<file path="src/verilog/rmio_pkg.sv">
// Constants shared by the remote user control block
`default_nettype none
package rmio_pkg;
  // Register byte offsets
  localparam logic [3:0] REG_CTRL      = 4'h0;
  localparam logic [3:0] REG_STATUS    = 4'h4;
  localparam logic [3:0] REG_IRQ_STAT  = 4'h8;
  localparam logic [3:0] REG_IRQ_MASK  = 4'hC;
  // Event field positions inside the interrupt registers
  localparam int IRQ_TRIP_POS  = 0;
  localparam int IRQ_TRIG_POS  = 4;
  localparam int IRQ_FAULT_POS = 8;
  // Status field positions
  localparam int ST_ON_POS     = 0;
  localparam int ST_LATCH_POS  = 4;
  localparam int ST_CC_POS     = 8;
  localparam int ST_FAULT_POS  = 12;
  // Reset values
  localparam logic [31:0] IRQ_MASK_RST = 32'h0000_0000;
  // Sync pulse timing
  localparam int CLK_HZ        = 20_000_000;
  localparam int PULSE_MS      = 10;
  localparam int PULSE_CYC     = PULSE_MS * (CLK_HZ / 1000);
  localparam int PULSE_CNT_W   = 18;
endpackage
`default_nettype wire

</file>
<file path="src/verilog/rmio_top.sv">
// Remote discrete on/off, inhibit, trigger and status lines, per channel
`default_nettype none
module rmio_top
  import rmio_pkg::*;
#(
  parameter int NCH          = 3,
  parameter int PULSE_CYCLES = PULSE_CYC
)(
  input  wire logic           clk_sys,
  input  wire logic           rst,
  input  wire logic [3:0]     avs_address,
  input  wire logic           avs_read,
  input  wire logic           avs_write,
  input  wire logic [31:0]    avs_writedata,
  output logic      [31:0]    avs_readdata,
  output logic                avs_waitrequest,
  input  wire logic [NCH-1:0] enablePin,
  input  wire logic [NCH-1:0] inhibitClosedPin,
  input  wire logic [NCH-1:0] triggerPin,
  input  wire logic [NCH-1:0] ccMode,
  input  wire logic [NCH-1:0] faultState,
  output logic      [NCH-1:0] outputOn,
  output logic      [NCH-1:0] rampStart,
  output logic      [NCH-1:0] syncPulseOut,
  output logic      [NCH-1:0] regulation_mode_indicator,
  output logic      [NCH-1:0] outStateInd,
  output logic      [NCH-1:0] faultInd,
  output logic                irq
);

  // ****************************************
  // Pin synchronisers
  // ****************************************
  logic [NCH-1:0] enMeta;
  logic [NCH-1:0] enSync;
  logic [NCH-1:0] inhMeta;
  logic [NCH-1:0] inhSync;
  logic [NCH-1:0] trgMeta;
  logic [NCH-1:0] trgSync;
  logic [NCH-1:0] trgPrev;
  logic [NCH-1:0] next_enMeta;
  logic [NCH-1:0] next_enSync;
  logic [NCH-1:0] next_inhMeta;
  logic [NCH-1:0] next_inhSync;
  logic [NCH-1:0] next_trgMeta;
  logic [NCH-1:0] next_trgSync;
  logic [NCH-1:0] next_trgPrev;

  always_comb
  begin
    next_enMeta  = enablePin;
    next_enSync  = enMeta;
    next_inhMeta = inhibitClosedPin;
    next_inhSync = inhMeta;
    next_trgMeta = triggerPin;
    next_trgSync = trgMeta;
    next_trgPrev = trgSync;
  end

  always_ff @(posedge clk_sys)
  begin
    if (rst)
    begin
      enMeta  <= '0;
      enSync  <= '0;
      inhMeta <= '0;
      inhSync <= '0;
      trgMeta <= '0;
      trgSync <= '0;
      trgPrev <= '0;
    end
    else
    begin
      enMeta  <= next_enMeta;
      enSync  <= next_enSync;
      inhMeta <= next_inhMeta;
      inhSync <= next_inhSync;
      trgMeta <= next_trgMeta;
      trgSync <= next_trgSync;
      trgPrev <= next_trgPrev;
    end
  end

  // ****************************************
  // Register bus
  // ****************************************
  logic [31:0]    irqStat;
  logic [31:0]    irqMask;
  logic [31:0]    next_irqStat;
  logic [31:0]    next_irqMask;
  logic [31:0]    next_readdata;
  logic           next_waitrequest;
  logic [NCH-1:0] onCmd;
  logic [NCH-1:0] latched;
  logic           wrDone;

  // Every access answers one cycle after it appears
  assign wrDone = avs_write && !avs_waitrequest;

  always_comb
  begin
    next_waitrequest = !((avs_read || avs_write) && avs_waitrequest);
    next_readdata    = avs_readdata;
    onCmd            = '0;
    if (wrDone && avs_address == REG_CTRL)
    begin
      onCmd = avs_writedata[NCH-1:0];
    end
    if (avs_read && avs_waitrequest)
    begin
      next_readdata = 32'h0000_0000;
      if (avs_address == REG_STATUS)
      begin
        next_readdata[ST_ON_POS +: NCH]    = outputOn;
        next_readdata[ST_LATCH_POS +: NCH] = latched;
        next_readdata[ST_CC_POS +: NCH]    = regulation_mode_indicator;
        next_readdata[ST_FAULT_POS +: NCH] = faultInd;
      end
      else if (avs_address == REG_IRQ_STAT)
      begin
        next_readdata = irqStat;
      end
      else if (avs_address == REG_IRQ_MASK)
      begin
        next_readdata = irqMask;
      end
    end
  end

  always_ff @(posedge clk_sys)
  begin
    if (rst)
    begin
      avs_waitrequest <= 1'b1;
      avs_readdata    <= 32'h0000_0000;
    end
    else
    begin
      avs_waitrequest <= next_waitrequest;
      avs_readdata    <= next_readdata;
    end
  end

  // ****************************************
  // Output control and sync pulse
  // ****************************************
  logic [PULSE_CNT_W-1:0] pulseCnt [NCH];
  logic [PULSE_CNT_W-1:0] next_pulseCnt [NCH];
  logic [NCH-1:0]         next_outputOn;
  logic [NCH-1:0]         next_latched;
  logic [NCH-1:0]         next_rampStart;
  logic [NCH-1:0]         next_syncPulse;
  logic [NCH-1:0]         trigRise;
  logic                   faultRise;

  always_comb
  begin
    trigRise       = trgSync & ~trgPrev;
    next_rampStart = trigRise;
    // trip latches; open contact outweighs a same-cycle on command
    next_latched   = (latched & ~onCmd) | ~inhSync;
    // enable gated by contact and latch
    next_outputOn  = enSync & inhSync & ~next_latched;
    for (int i = 0; i < NCH; i++)
    begin
      next_pulseCnt[i] = pulseCnt[i];
      if (next_outputOn[i] != outputOn[i])
      begin
        next_pulseCnt[i] = PULSE_CNT_W'(PULSE_CYCLES);
      end
      else if (pulseCnt[i] != '0)
      begin
        next_pulseCnt[i] = pulseCnt[i] - PULSE_CNT_W'(1);
      end
      next_syncPulse[i] = next_pulseCnt[i] != '0;
    end
  end

  always_ff @(posedge clk_sys)
  begin
    if (rst)
    begin
      // Power-up counts as latched so the output waits for a deliberate on command
      latched      <= '1;
      outputOn     <= '0;
      rampStart    <= '0;
      syncPulseOut <= '0;
      for (int i = 0; i < NCH; i++)
      begin
        pulseCnt[i] <= '0;
      end
    end
    else
    begin
      latched      <= next_latched;
      outputOn     <= next_outputOn;
      rampStart    <= next_rampStart;
      syncPulseOut <= next_syncPulse;
      for (int i = 0; i < NCH; i++)
      begin
        pulseCnt[i] <= next_pulseCnt[i];
      end
    end
  end

  // ****************************************
  // Status lines and interrupts
  // ****************************************
  logic [NCH-1:0] next_regMode;
  logic [NCH-1:0] next_outState;
  logic [NCH-1:0] next_faultInd;
  logic [31:0]    events;
  logic           next_irq;

  always_comb
  begin
    next_regMode  = ccMode;
    next_outState = next_outputOn;
    next_faultInd = faultState;
    faultRise     = |(faultState & ~faultInd);
    events        = 32'h0000_0000;
    events[IRQ_TRIP_POS +: NCH] = ~inhSync & ~latched;
    events[IRQ_TRIG_POS +: NCH] = trigRise;
    events[IRQ_FAULT_POS]       = faultRise;
    next_irqMask  = irqMask;
    next_irqStat  = irqStat;
    if (wrDone && avs_address == REG_IRQ_MASK)
    begin
      next_irqMask = avs_writedata;
    end
    if (wrDone && avs_address == REG_IRQ_STAT)
    begin
      next_irqStat = irqStat & ~avs_writedata;
    end
    // New events win over a same-cycle clear
    next_irqStat = next_irqStat | events;
    next_irq     = |(next_irqStat & next_irqMask);
  end

  always_ff @(posedge clk_sys)
  begin
    if (rst)
    begin
      regulation_mode_indicator <= '0;
      outStateInd               <= '0;
      faultInd                  <= '0;
      irqStat                   <= 32'h0000_0000;
      irqMask                   <= IRQ_MASK_RST;
      irq                       <= 1'b0;
    end
    else
    begin
      regulation_mode_indicator <= next_regMode;
      outStateInd               <= next_outState;
      faultInd                  <= next_faultInd;
      irqStat                   <= next_irqStat;
      irqMask                   <= next_irqMask;
      irq                       <= next_irq;
    end
  end

  // ****************************************
  // Assertions
  // ****************************************
  // enable low forces off
  a_enable_off: assert property (@(posedge clk_sys) disable iff (rst)
    1'b1 |=> (outputOn & ~$past(enSync)) == '0)
    else $error("output on while enable low");

  // enable high with contact closed and no latch turns on
  a_enable_on: assert property (@(posedge clk_sys) disable iff (rst)
    1'b1 |=> ((($past(enSync) & $past(inhSync) & ~latched) & ~outputOn) == '0))
    else $error("output off while enabled");

  a_inhibit_off: assert property (@(posedge clk_sys) disable iff (rst)
    1'b1 |=> (outputOn & ~$past(inhSync)) == '0)
    else $error("output on while inhibit open");

  a_latch_hold: assert property (@(posedge clk_sys) disable iff (rst)
    $past(onCmd) == '0 |-> (($past(latched) & ~latched) == '0))
    else $error("latch cleared without on command");

  a_latch_set: assert property (@(posedge clk_sys) disable iff (rst)
    1'b1 |=> (~$past(inhSync) & ~latched) == '0)
    else $error("trip not latched");

  // rising trigger starts ramp one cycle later
  a_trig_start: assert property (@(posedge clk_sys) disable iff (rst)
    1'b1 |=> rampStart == ($past(trgSync) & ~$past(trgPrev)))
    else $error("ramp start mismatch");

  a_sync_pulse: assert property (@(posedge clk_sys) disable iff (rst)
    outputOn != $past(outputOn) |-> (syncPulseOut & (outputOn ^ $past(outputOn)))
      == (outputOn ^ $past(outputOn)))
    else $error("no sync pulse on change");

  // pulse ends exactly when count runs out
  a_sync_len: assert property (@(posedge clk_sys) disable iff (rst)
    pulseCnt[0] == PULSE_CNT_W'(1) && outputOn[0] == $past(outputOn[0])
      |=> (outputOn[0] != $past(outputOn[0])) || !syncPulseOut[0])
    else $error("sync pulse length wrong");

  a_status_follow: assert property (@(posedge clk_sys) disable iff (rst)
    1'b1 |=> regulation_mode_indicator == $past(ccMode) && faultInd == $past(faultState))
    else $error("indicator lag wrong");

  a_state_ind: assert property (@(posedge clk_sys) disable iff (rst)
    outStateInd == outputOn)
    else $error("state indicator mismatch");

endmodule
`default_nettype wire

</file>
<file path="config.mk">
export PLATFORM = sky130hd
export DESIGN_NAME = rmio_top
export DESIGN_NICKNAME = d
export VERILOG_FILES = /design/src/verilog/rmio_pkg.sv /design/src/verilog/rmio_top.sv
export SDC_FILE = /design/constraint.sdc
export NUM_CORES = 1
export LEC_CHECK = 0
export ABC_AREA = 1
export BUFFER_PORTS_ARGS = -buffer_cell sky130_fd_sc_hd__buf_2
export CAP_MARGIN = 20
export CORE_MARGIN = 4
export CORE_UTILIZATION = 30
export CTS_CLUSTER_SIZE = 40
export DETAILED_ROUTE_END_ITERATION = 10
export PLACE_DENSITY = 0.52
export SLEW_MARGIN = 5
export SYNTH_ARGS = -nofsm -noshare
export SYNTH_HDL_FRONTEND = slang
export SYNTH_SLANG_ARGS = --single-unit
export TNS_END_PERCENT = 50
</file>
<file path="constraint.sdc">
create_clock -name clk_sys -period 2.5 [get_ports clk_sys]
set_input_delay 0.125 -clock clk_sys [delete_from_list [all_inputs] [get_ports clk_sys]]
set_output_delay 0.125 -clock clk_sys [all_outputs]
set_load 0.005 [all_outputs]
</file>
# Word-level counts from Yosys, hierarchy flattened
# Memories as Yosys holds them, arrays and structs flattened.
# Cells that the tools add are included.
# word_totals
reg_bits,137
mem_bits_ro,0
elab_cells,91
latchBits,0
ram_bits,54
in_bits,55
mem_count,1
# op_classes
shifts,0
n_mux,25
mul,0
order_cmp,0
reduce_logical,18
n_addsub,3
n_eq_ne,6
bitwise,20
div,0
# memory_table
name,words,word_bits,read_ports,rd_clocked_by_memory_dff,wr,line,source
pulseCnt,3,18,3,0,3,rmio_top.sv:147,logic [PULSE_CNT_W-1:0] pulseCnt [NCH];
# ops
op,n
$mux 18,9
$mux 32,4
$reduce_bool 18->1,6
$and 32x32->32,2
$sub 18x1->18 const B,3
$not 32->32,1
$or 32x9->32,1
$reduce_or 32->1,1
$and 3x3->3,6
$not 3->3,6
$mux 17,1
$mux 3,5
$eq 4x4->1 const B,2
$logic_and 1x1->1,6
$mux 1,6
$eq 4x3->1 const B,1
$logic_not 4->1,1
$ne 1x1->1,3
$or 1x1->1,3
$or 3x3->3,1
$reduce_or 3->1,1
$logic_not 1->1,2
$logic_or 1x1->1,1

# Logic depth before layout (Yosys ltp)
# Gate-level depths: netlist of the first run.
# depth
depth_word,12
depth_mapped,15

# Worst setup path after synthesis of the first run
# No wires, ideal clock.
# synth_path
path_kind,register -> register
startpoint,mem pulseCnt[0][0]
endpoint,reg syncPulseOut[0]
t_arrival_ns,1.676
setup_ns,0.128
stages_incl_launch_ff,15
slack_ns,0.697
period_less_slack_ns,1.803
n_path_buf,1
path_cell_list,dfxtp_1 inv_1 ha_1 nand2_2 nor2_4 nand3_2 buf_2 nand2_1 inv_1 nand3_1 nand2_1 nor2_1 nand3_1 nor2_1 nor2_1
# synth_rtl
item,line,source
"start, declared",rmio_top.sv:147,
"end signal, assigned",rmio_top.sv:198,syncPulseOut <= next_syncPulse;
"end, declared",rmio_top.sv:24,"output logic [NCH-1:0] syncPulseOut,"

==> metrics.yaml, run 1 <==
pwr:
  p_sw_share_pct: 42.3
  vdd_drop_max_mv: 0.472
  switchingPower_mw: 4.76
  power_density_mw_per_mm2: 1020
  pwr-share-comb_pct: 42.1
  finalPower_mw: 11.3
  p_seq_share_pct: 33.3
  power.share.clock_pct: 24.6
  p_int_mw: 6.49
  p_leak_nw: 5.28
sta:
  max_slew_margin_pct: 52.3
  fin_setup_tns_ns: 0
  setup_viol: 0
  finalHoldViolCount: 0
  setup_ws_ns: 0.253
  rsz0062_at_grt: "no"
  fmax_mhz: 445
  fin_crit_ns: 2.25
  maxSlewViolCount: 0
  worst_pin_slew_ns: 0.716
  final.setup_skew_ns: 0.0192
  fin_crit_sh_pct: 89.9
cells_and_area:
  antennaDiodeCount: 0
  syn_to_final_growth_pct: 21.8
  final_common_cell: "nand2_1"
  drive_gt1_share_pct: 12.0
  final_nets: 1576
  layout_common_cells: "nand2_1 (360), nor2_1 (242), inv_1 (236), dfxtp_1 (191), buf_2 (105)"
  final_cell_area_mm2: 0.0111
  layoutNonFillerInstCount: 1921
routing:
  vias: 8491
  wl_met3_um: 1230
  viasPerCell: 4.42
  finalWirelength_um: 25200
  drtIter0Drc: 455
  dr_wl_met2_um: 11500
  post_drt_wl_per_cell_um: 13.1
  drc: 0
  dr.pass1.iters: 5
  m1WireLength_um: 12100
  detail-route-antenna-nets: 0
  routed.top_layer: "met5"
clocking:
  clk_latency_ns: 0.45
  ctsRootBufferMaster: "clkbuf_16"
  cts_buffer_depth: 2
  clock-sinks: 191
  h-tree-depth: 4
  clkSlewWorstSetupHoldPaths_ns: 0.09
  cts_tree: "done"
  cts_buffers: 17
synth:
  avgSynthCellArea_um2: 6.59
  synthFlopType: "dfxtp_1"
  yosysSeqAreaShare_pct: 42.1
  yosys_warnings: 0
  synthDistinctLibCells: 37
  yosys-top-cells-area: "dfxtp_1 (42%), nand2_1 (15%), nor2_1 (10%), inv_1 (9.7%), a21oi_1 (4.3%)"
  ys_ff_latch: 191
  syn_area_mm2: 0.00909
  yosys.area.top_type: "dfxtp_1"
  synth_edf_count: 0
  synth_cells: 1379
  syn-num-nets: 1437
  synth-async-reset-ratio_pct: 0
  yosysTopAreaCellShare_pct: 42.1
critical_path:
  worstPathRequired_ns: 2.82
  crit_fanout: 17
  startpoint_type: "flip-flop"
  endpoint_kind: "flip-flop"
  critPathKind: "reg2reg"
  worstPathArrival_ns: 2.57
flow_run:
  max_cap_violations: 0
global_route:
  antenna_found_initial: 4
  grt_start_max_net_pins: 149
  grt_pass1_vias: 8221
  grt_usage_pct: 15.3
  grt_pass1_wl_um: 41200
  grt_overflow_total: 0
place:
  dp_slack_ns: 0.242
  dp_hpwl_um: 17800
  placed_area_mm2: 0.0100
  dp_cells: 1843
  place.gp.congestion: 0.904
  port_buffers: 106
floorplan:
  pin_count: 107
  dieArea_mm2: 0.0332
  die_w_um: 182
  coreArea_mm2: 0.0298
  start_util_pct: 30.5
  dieHeight_um: 182
  fp-row-count: 63
hold_path:
  hold_path.class: "in2reg"
outcome:
  outcome: "finished clean"
cells by family after synthesis:
| kind of cell | count (synthesis) | synth area share (%) |
|---|---|---|
| and+or+nand+nor | 704 | 31.9 |
| adders and majority gates | 3 | 0.413 |
| DFF | 191 | 42.1 |
| xor gates and xnor gates | 20 | 1.93 |
| AOI/OAI and AO/OA | 173 | 10.9 |
| buffers and inverters | 288 | 12.9 |
state kept, by name, summed over array words and instances, names as in the netlist, 3 cells and up:
signal,cells
inhSync,3
avs_readdata,32
faultInd,3
pulseCnt,54
regulation_mode_indicator,3
inhMeta,3
rampStart,3
next_trgPrev,3
latched,3
enSync,3
enMeta,3
syncPulseOut,3
irqStat,32
next_trgSync,3
outStateInd,3
irqMask,32
trgPrev,3
routing by layer:
metal / up-vias / global-route usage [%]
met5: - / 0
met4: 8 / 3.75
met3: 33 / 3.95
met2: 127 / 25.3
met1: 3822 / 20.0
li1: 4501 / -
power groups by stage:
stage / logic [mW] / registers, mW / clock network, mW
finish: 4.73 / 3.75 / 2.77
global route: 5.51 / 3.80 / 3.00
CTS: 4.73 / 3.75 / 2.88
detailed placement: 4.65 / 3.81 / 0
global placement: 4.64 / 3.82 / 0
floorplan: 3.72 / 3.72 / 0
per-stage QoR:
step,utilization [%],hold slack [ns]
final,37.2,0.0617
after global routing,37.2,0.0872
after CTS,37.1,0.0440
after detailed placement,33.6,0.332
after global placement,33.6,0.330
after floorplan,-,0.232
synthesized netlist by cell type (2+ instances only):
library cell,n
xnor2_1,3
inv_2,2
o21a_1,23
nand3b_1,4
o22ai_1,15
buf_2,5
dfxtp_1,191
o21ai_0,33
buf_4,4
inv_1,236
nor2_1,242
nand2_1,360
a21oi_1,78
buf_6,9
o21ai_1,11
ha_1,3
o221ai_1,7
clkbuf_1,28
xor2_1,17
nand3_1,52
nand3_2,4
nor2_4,6
nor2_2,5
clkinv_1,3
a41oi_1,2
or2_2,8
nand4_1,16
nand2_2,3
final cells by class:
| type | instances | area (um2) |
|---|---|---|
| repair buffers | 167 | 1140 |
| inverters | 241 | 905 |
| clock buffers | 17 | 425 |
| flip-flops and latches | 191 | 3820 |
| fillers | 3221 | 18700 |
| clock inverters | 15 | 184 |
| well taps | 390 | 488 |
| multi-input cells | 900 | 4110 |
what timing repair did:
action | 4_1_cts | 5_1_grt
gates resized for setup | 0 | 1
buffers inserted | 0 | 0
endpoints found under the setup margin | 0 | 1
hold buffers | 46 | 0
hold endpoints to repair | 45 | 0
critical path: stages, from the launching register on:
cell and delay (ns):
dfxtp_1 0.32, inv_1 0.16, ha_1 0.26, nand2_1 0.11
nor2_2 0.21, nand3_2 0.35, xor2_1 0.31, nand3_1 0.10
nor2_1 0.09, nand3_1 0.07, nor2_1 0.11, nor2_1 0.04
worst paths after layout:
path | from | endpoint | slack, ns | cells past startpoint
worst max-delay path | pulseCnt[0][36] | syncPulseOut[2] | 0.25 | 11
worst min register to register | next_trgSync[2] | next_trgPrev[2] | 0.40 | 2
worst min-delay path | avs_writedata[2] | irqMask[2] | 0.06 | 4
worst max register to register | pulseCnt[0][36] | syncPulseOut[2] | 0.25 | 11
(Power assumes the default switching activity.)
==> run 2: changes to the inputs <==
Settings changed: ABC_AREA 1 to default.
==> run 2 against run 1 <==
Global-route usage decreased by 0.18 points. Combinational power down 9.1%. Worst hold slack worse by 0.048 ns. Critical path depth fell by 1. Critical path type unchanged. Largest power group unchanged.
==> metrics.yaml, run 2 <==
outcome:
  outcome: "finished clean"
cells_and_area:
  largest_register_ffs: 54
  layoutNonFillerInstCount: 1489
  final_nets: 1193
  regArea_mm2: 0.00382
  layout_common_cells: "dfxtp_1 (191), nor2_1 (166), buf_2 (105), a21oi_1 (71)"
  nFillCells: 2769
  drive_gt1_share_pct: 18.3
  syn_to_final_growth_pct: 26.7
  antennaDiodeCount: 0
  multi_input_area_mm2: 0.00413
  largest_register: "pulseCnt"
  final_common_cell: "dfxtp_1"
clocking:
  cts_setup_buffers: 0
  h-tree-depth: 4
  clk_latency_ns: 0.43
  clock-sinks: 191
  cts_tree: "done"
  cts_buffer_depth: 2
  clkSlewWorstSetupHoldPaths_ns: 0.08
  ctsRootBufferMaster: "clkbuf_16"
  cts_buffers: 17
sta:
  finalHoldViolCount: 0
  fin_crit_ns: 2.37
  maxSlewViolCount: 0
  setup_ws_ns: 0.134
  hold_ws_ns: 0.0135
  worst_pin_slew_ns: 0.698
  max_slew_margin_pct: 52.3
  fmax_mhz: 423
  fin_setup_tns_ns: 0
  fin_crit_sh_pct: 94.6
  rsz0062_at_grt: "no"
  final.setup_skew_ns: 0.0139
  setup_viol: 0
critical_path:
  startpoint_type: "flip-flop"
  worstPathRequired_ns: 2.86
  worstPathArrival_ns: 2.73
  path_buf_inv: 3
  max_stage_delay_ns: 0.54
  critPathKind: "reg2reg"
  crit_fanout: 9
  path_cells: "inv_1, ha_1, nor2b_2, nand4_1, buf_4, nor2_1, buf_4, or4b_1, o2111a_1, a31oi_1"
  cpMaxStageDelayCell: "or4b_1"
  crit_top_cell: "buf_4"
  path_delay_family: "simple AND/OR/NAND/NOR gates"
  endpoint_kind: "flip-flop"
floorplan:
  pin_count: 107
  dieHeight_um: 174
  die_w_um: 174
  start_util_pct: 30.6
  fp-row-count: 60
  coreArea_mm2: 0.0270
  dieArea_mm2: 0.0302
place:
  dp_hpwl_um: 16100
  dp_slack_ns: -0.103
  dp_cells: 1414
  port_buffers: 106
  place.gp.congestion: 0.838
pwr:
  p_int_mw: 6.79
  switchingPower_mw: 4.13
  power.share.clock_pct: 24.7
  p_sw_share_pct: 37.8
  pwr-share-comb_pct: 39.4
  vdd_drop_max_mv: 0.391
  p_leak_nw: 4.32
  finalPower_mw: 10.9
  p_seq_share_pct: 35.9
  power_density_mw_per_mm2: 1040
global_route:
  grt_pass1_wl_um: 37900
  grt_start_max_net_pins: 103
  grt_overflow_total: 0
  grt_usage_pct: 15.1
  grt_pass1_vias: 7225
  antenna_found_initial: 0
routing:
  viasPerCell: 5.07
  dr.pass1.iters: 5
  drc: 0
  detail-route-antenna-nets: 0
  post_drt_wl_per_cell_um: 15.6
  drtIter0Drc: 387
  finalWirelength_um: 23300
  vias: 7547
synth:
  yosys_warnings: 0
  synth-async-reset-ratio_pct: 0
  synth.most_common_cell: "dfxtp_1"
  synthTopCellsByCount: "dfxtp_1 (191), nor2_1 (166), a21oi_1 (71)"
  ys_ff_latch: 191
  synthFlopType: "dfxtp_1"
  yosys-top-cells-area: "dfxtp_1 (46%), nor2_1 (7.5%), a21oi_1 (4.3%), nor2b_1 (2.9%), nor3_1 (2.8%)"
  synth_edf_count: 0
  yosysSeqAreaShare_pct: 46.3
  syn-num-nets: 1034
  yosys.area.top_type: "dfxtp_1"
  syn_area_mm2: 0.00826
  avgSynthCellArea_um2: 8.46
  synthDistinctLibCells: 70
  yosysTopAreaCellShare_pct: 46.3
  synth_cells: 976
hold_path:
  hold_path.class: "in2reg"
flow_run:
  max_cap_violations: 0
run 2: changes by cell type in the layout (fill, tap and decap cells not counted), sizes merged, moves of 35 or more:
| cell | change |
|---|---|
| nor2b | +38 |
| nand2 | -315 |
| buf | +35 |
| nor3 | +48 |
| inv | -214 |
| nor2 | -87 |
run 2: layout make-up:
cell class                      count  area share [%]
Multi-Input combinational cell    699            39.5
Sequential cell                   191            36.5
Timing Repair Buffer              199            13.3
Clock buffer                       18            4.20
Tap cell                          341            4.08
Clock inverter                     14            1.45
Inverter                           27           0.969
run 2: per-stage QoR:
| stage | area (um2) | utilization [%] |
|---|---|---|
| 6_report | 10500 | 38.7 |
| 2_1_floorplan | 8260 | - |
| 5_1_grt | 10500 | 38.7 |
| 4_1_cts | 10400 | 38.6 |
| 3_5_place_dp | 9420 | 34.9 |
| 3_3_place_gp | 9420 | 34.9 |
run 2: tightest hold or removal path: cells and delay by family:
family	cells	cell delay (ns)
buffers and inverters	1	0.12
muxes	1	0.08
and+or+nand+nor	1	0.08
run 2: final timing paths:
kind                    start              end  slack [ns]  cells after the start
max reg2reg    pulseCnt[0][0]  syncPulseOut[0]        0.13                     10
min          avs_writedata[0]       irqMask[0]        0.01                      3
min reg2reg        trgPrev[2]     rampStart[2]        0.41                      1
max            pulseCnt[0][0]  syncPulseOut[0]        0.13                     10
run 2: timing repair:
action | in CTS | in global routing
endpoints found under the setup margin | 0 | 2
resized for setup | 0 | 6
hold buffers | 43 | 0
hold endpoints to repair | 50 | 0
run 2: cells by family (layout without fill, tap and decap cells):
group / after synthesis / count (layout) / share of synthesized area [%]
flip-flops: 191 / 191 / 46.3
XOR/XNOR: 35 / 35 / 3.71
multiplexers: 21 / 21 / 2.55
AO/OA/AOI/OAI: 199 / 199 / 16.2
AND/OR/NAND/NOR: 441 / 441 / 26.7
buffers and inverters: 86 / 258 / 4.18
adder cells (fa/ha/maj): 3 / 3 / 0.455
run 2: metal layers:
layer  track usage [%]  vias up  share of wire, %
met4              4.29        0               1.3
met3              3.22       17               4.3
met2              23.8      183                46
met1              21.0     3557                49
li1                  -     3790                 -
met5                 0        -                 0
run 2: power by group through the flow:
stage	Clock [mW]	Combinational (mW)	Sequential, mW
after floorplan	0	3.07	3.83
after global placement	0	4.18	3.97
after detailed placement	0	4.17	3.98
after CTS	2.77	4.26	3.91
after global routing	2.88	4.84	3.99
final	2.69	4.30	3.92
==> run 3: changes to the inputs <==
Settings changed: CORE_UTILIZATION 30 to 50, CTS_BUF_LIST from default to sky130_fd_sc_hd__clkbuf_16, PLACE_DENSITY 0.52 to 0.82.
==> run 3 against run 2 <==
The flow now finishes with violations (hold timing). Non-clock buffer count down 7. Routed wire length is 8.4% lower. Final area down 2.1%. Via count grew 2.5%. Critical path depth fell by 3. Core utilization is 25 points higher. Global-route usage rose by 8.1 points. Largest cell class unchanged.
==> metrics.yaml, run 3 (synthesized netlist as in run 2, its figures left out) <==
outcome:
  outcome: "finished with violations"
  failed_checks: "hold timing"
clocking:
  cts_buffers: 17
  cts_buffer_depth: 2
  ctsRootBufferMaster: "clkbuf_16"
  cts_tree: "done"
  clkSlewWorstSetupHoldPaths_ns: 0.08
  clk_latency_ns: 0.44
  h-tree-depth: 4
  clock-sinks: 191
sta:
  fin_setup_tns_ns: 0
  fmax_mhz: 430
  finalHoldViolCount: 2
  hold_ws_ns: -0.00187
  max_slew_margin_pct: 53.3
  maxSlewViolCount: 0
  fin_crit_ns: 2.32
  final.setup_skew_ns: 0.00766
  rsz0062_at_grt: "no"
  setup_viol: 0
  fin_crit_sh_pct: 92.9
  worst_pin_slew_ns: 0.700
place:
  port_buffers: 106
  place.gp.congestion: 0.911
  dp_hpwl_um: 14400
routing:
  finalWirelength_um: 21300
  vias: 7732
  detail-route-antenna-nets: 0
  post_drt_wl_per_cell_um: 15.7
  drc: 0
  viasPerCell: 5.70
  dr.pass1.iters: 6
  drtIter0Drc: 726
global_route:
  grt_usage_pct: 23.2
  antenna_found_initial: 0
  grt_start_max_net_pins: 150
  grt_overflow_total: 0
  grt_pass1_wl_um: 34900
  grt_pass1_vias: 7115
pwr:
  p_int_mw: 6.82
  pwr-share-comb_pct: 39.2
  vdd_drop_max_mv: 0.816
  switchingPower_mw: 4.07
  power.share.clock_pct: 24.8
  power_density_mw_per_mm2: 1060
  p_leak_nw: 4.29
  p_seq_share_pct: 36.0
  p_sw_share_pct: 37.4
cells_and_area:
  regArea_mm2: 0.00382
  drive_gt1_share_pct: 18.1
  final_common_cell: "dfxtp_1"
  final_nets: 1186
  antennaDiodeCount: 0
  syn_to_final_growth_pct: 24.0
  largest_register_ffs: 54
  nFillCells: 1321
  layout_common_cells: "dfxtp_1 (190), nor2_1 (166), buf_2 (105), a21oi_1 (71), nand2_1 (48)"
  multi_input_area_mm2: 0.00412
  largest_register: "pulseCnt"
critical_path:
  worstPathRequired_ns: 2.79
  worstPathArrival_ns: 2.61
  path_cells: "nand2b_1, buf_4, o21ai_0, a21oi_1, or4_1, nor4_1, a41oi_1"
  critPathKind: "reg2reg"
  startpoint_type: "flip-flop"
  max_stage_delay_ns: 0.52
  cp-startpoint: "avs_waitrequest"
  crit_fanout: 26
  reg2reg_depth: 7
  path_delay_family: "simple AND/OR/NAND/NOR gates"
  path_depth: 7
  r2r_start: "avs_waitrequest"
  cpMaxStageDelayCell: "or4_1"
  path_buf_inv: 1
  endpoint_kind: "flip-flop"
hold_path:
  min_from: "avs_writedata[7]"
  holdPathStages: 4
  hold_path.class: "in2reg"
flow_run:
  max_cap_violations: 0
floorplan:
  dieHeight_um: 137
  pin_count: 107
  dieArea_mm2: 0.0186
  fp-row-count: 46
  coreArea_mm2: 0.0161
  die_w_um: 137
  start_util_pct: 51.4
## run 3: cell count changes in the layout (fill, tap and decap cells not counted), sizes merged, moves of 2 or more
cell         previous run  this run
buf                   156       154
clkinv                  8         3
dlygate4sd3            43        38
inv                    31        35
## run 3: path summary, 6_finish.rpt
check                               endpoint  slack, ns
worst max-delay path                     irq       0.18
worst min-delay path              irqStat[7]     -0.002
worst max register to register           irq       0.18
worst min register to register  rampStart[2]       0.41
## run 3: stage by stage
stage | setup slack (ns) | total power [mW] | std cells | instance area (um2) | utilization [%]
2_1_floorplan | 0.0940 | 6.90 | 976 | 8260 | -
3_3_place_gp | 0.126 | 7.99 | 1287 | 9250 | 57.6
3_5_place_dp | 0.0429 | 8.07 | 1287 | 9250 | 57.6
4_1_cts | 0.124 | 10.8 | 1357 | 10200 | 63.7
5_1_grt | 0.0517 | 11.6 | 1357 | 10200 | 63.8
6_report | 0.176 | 10.9 | 1357 | 10200 | 63.8
## run 3: routing by layer
| layer | wire [um] | up-vias | track usage, % | share of wire (%) |
|---|---|---|---|---|
| met5 | 0 | - | 0 | 0 |
| met4 | 631 | 0 | 8.62 | 3.0 |
| met3 | 1410 | 54 | 4.85 | 6.6 |
| met2 | 9840 | 299 | 37.5 | 46 |
| met1 | 9430 | 3594 | 30.7 | 44 |
| li1 | - | 3785 | - | - |
## run 3: what timing repair did
item	in CTS	in global routing
setup buffers	0	0
endpoints found under the hold margin	43	0
setup endpoints to repair	0	2
hold buffers	38	0
resized for setup	0	6
## run 3: power by group through the flow
stage               sequential, mW  clock [mW]  combinational [mW]
CTS                           3.90        2.74                4.19
detailed placement            3.97           0                4.10
global route                  3.98        2.88                4.76
finish                        3.92        2.70                4.27
floorplan                     3.83           0                3.07
global placement              3.95           0                4.04
## run 3: layout make-up
type	instances	share of cell area, %
timing repair buffer	192	12.9
tap	216	2.64
clock inverter	15	1.70
multi-input combinational	699	40.3
inverter	27	0.989
clock buffer	17	4.15
sequential	191	37.3
## run 3: tightest hold or removal path: cells and delay by family
kind / cells / cell delay, ns
buffers and inverters: 1 / 0.09
AND/OR/NAND/NOR: 3 / 0.18
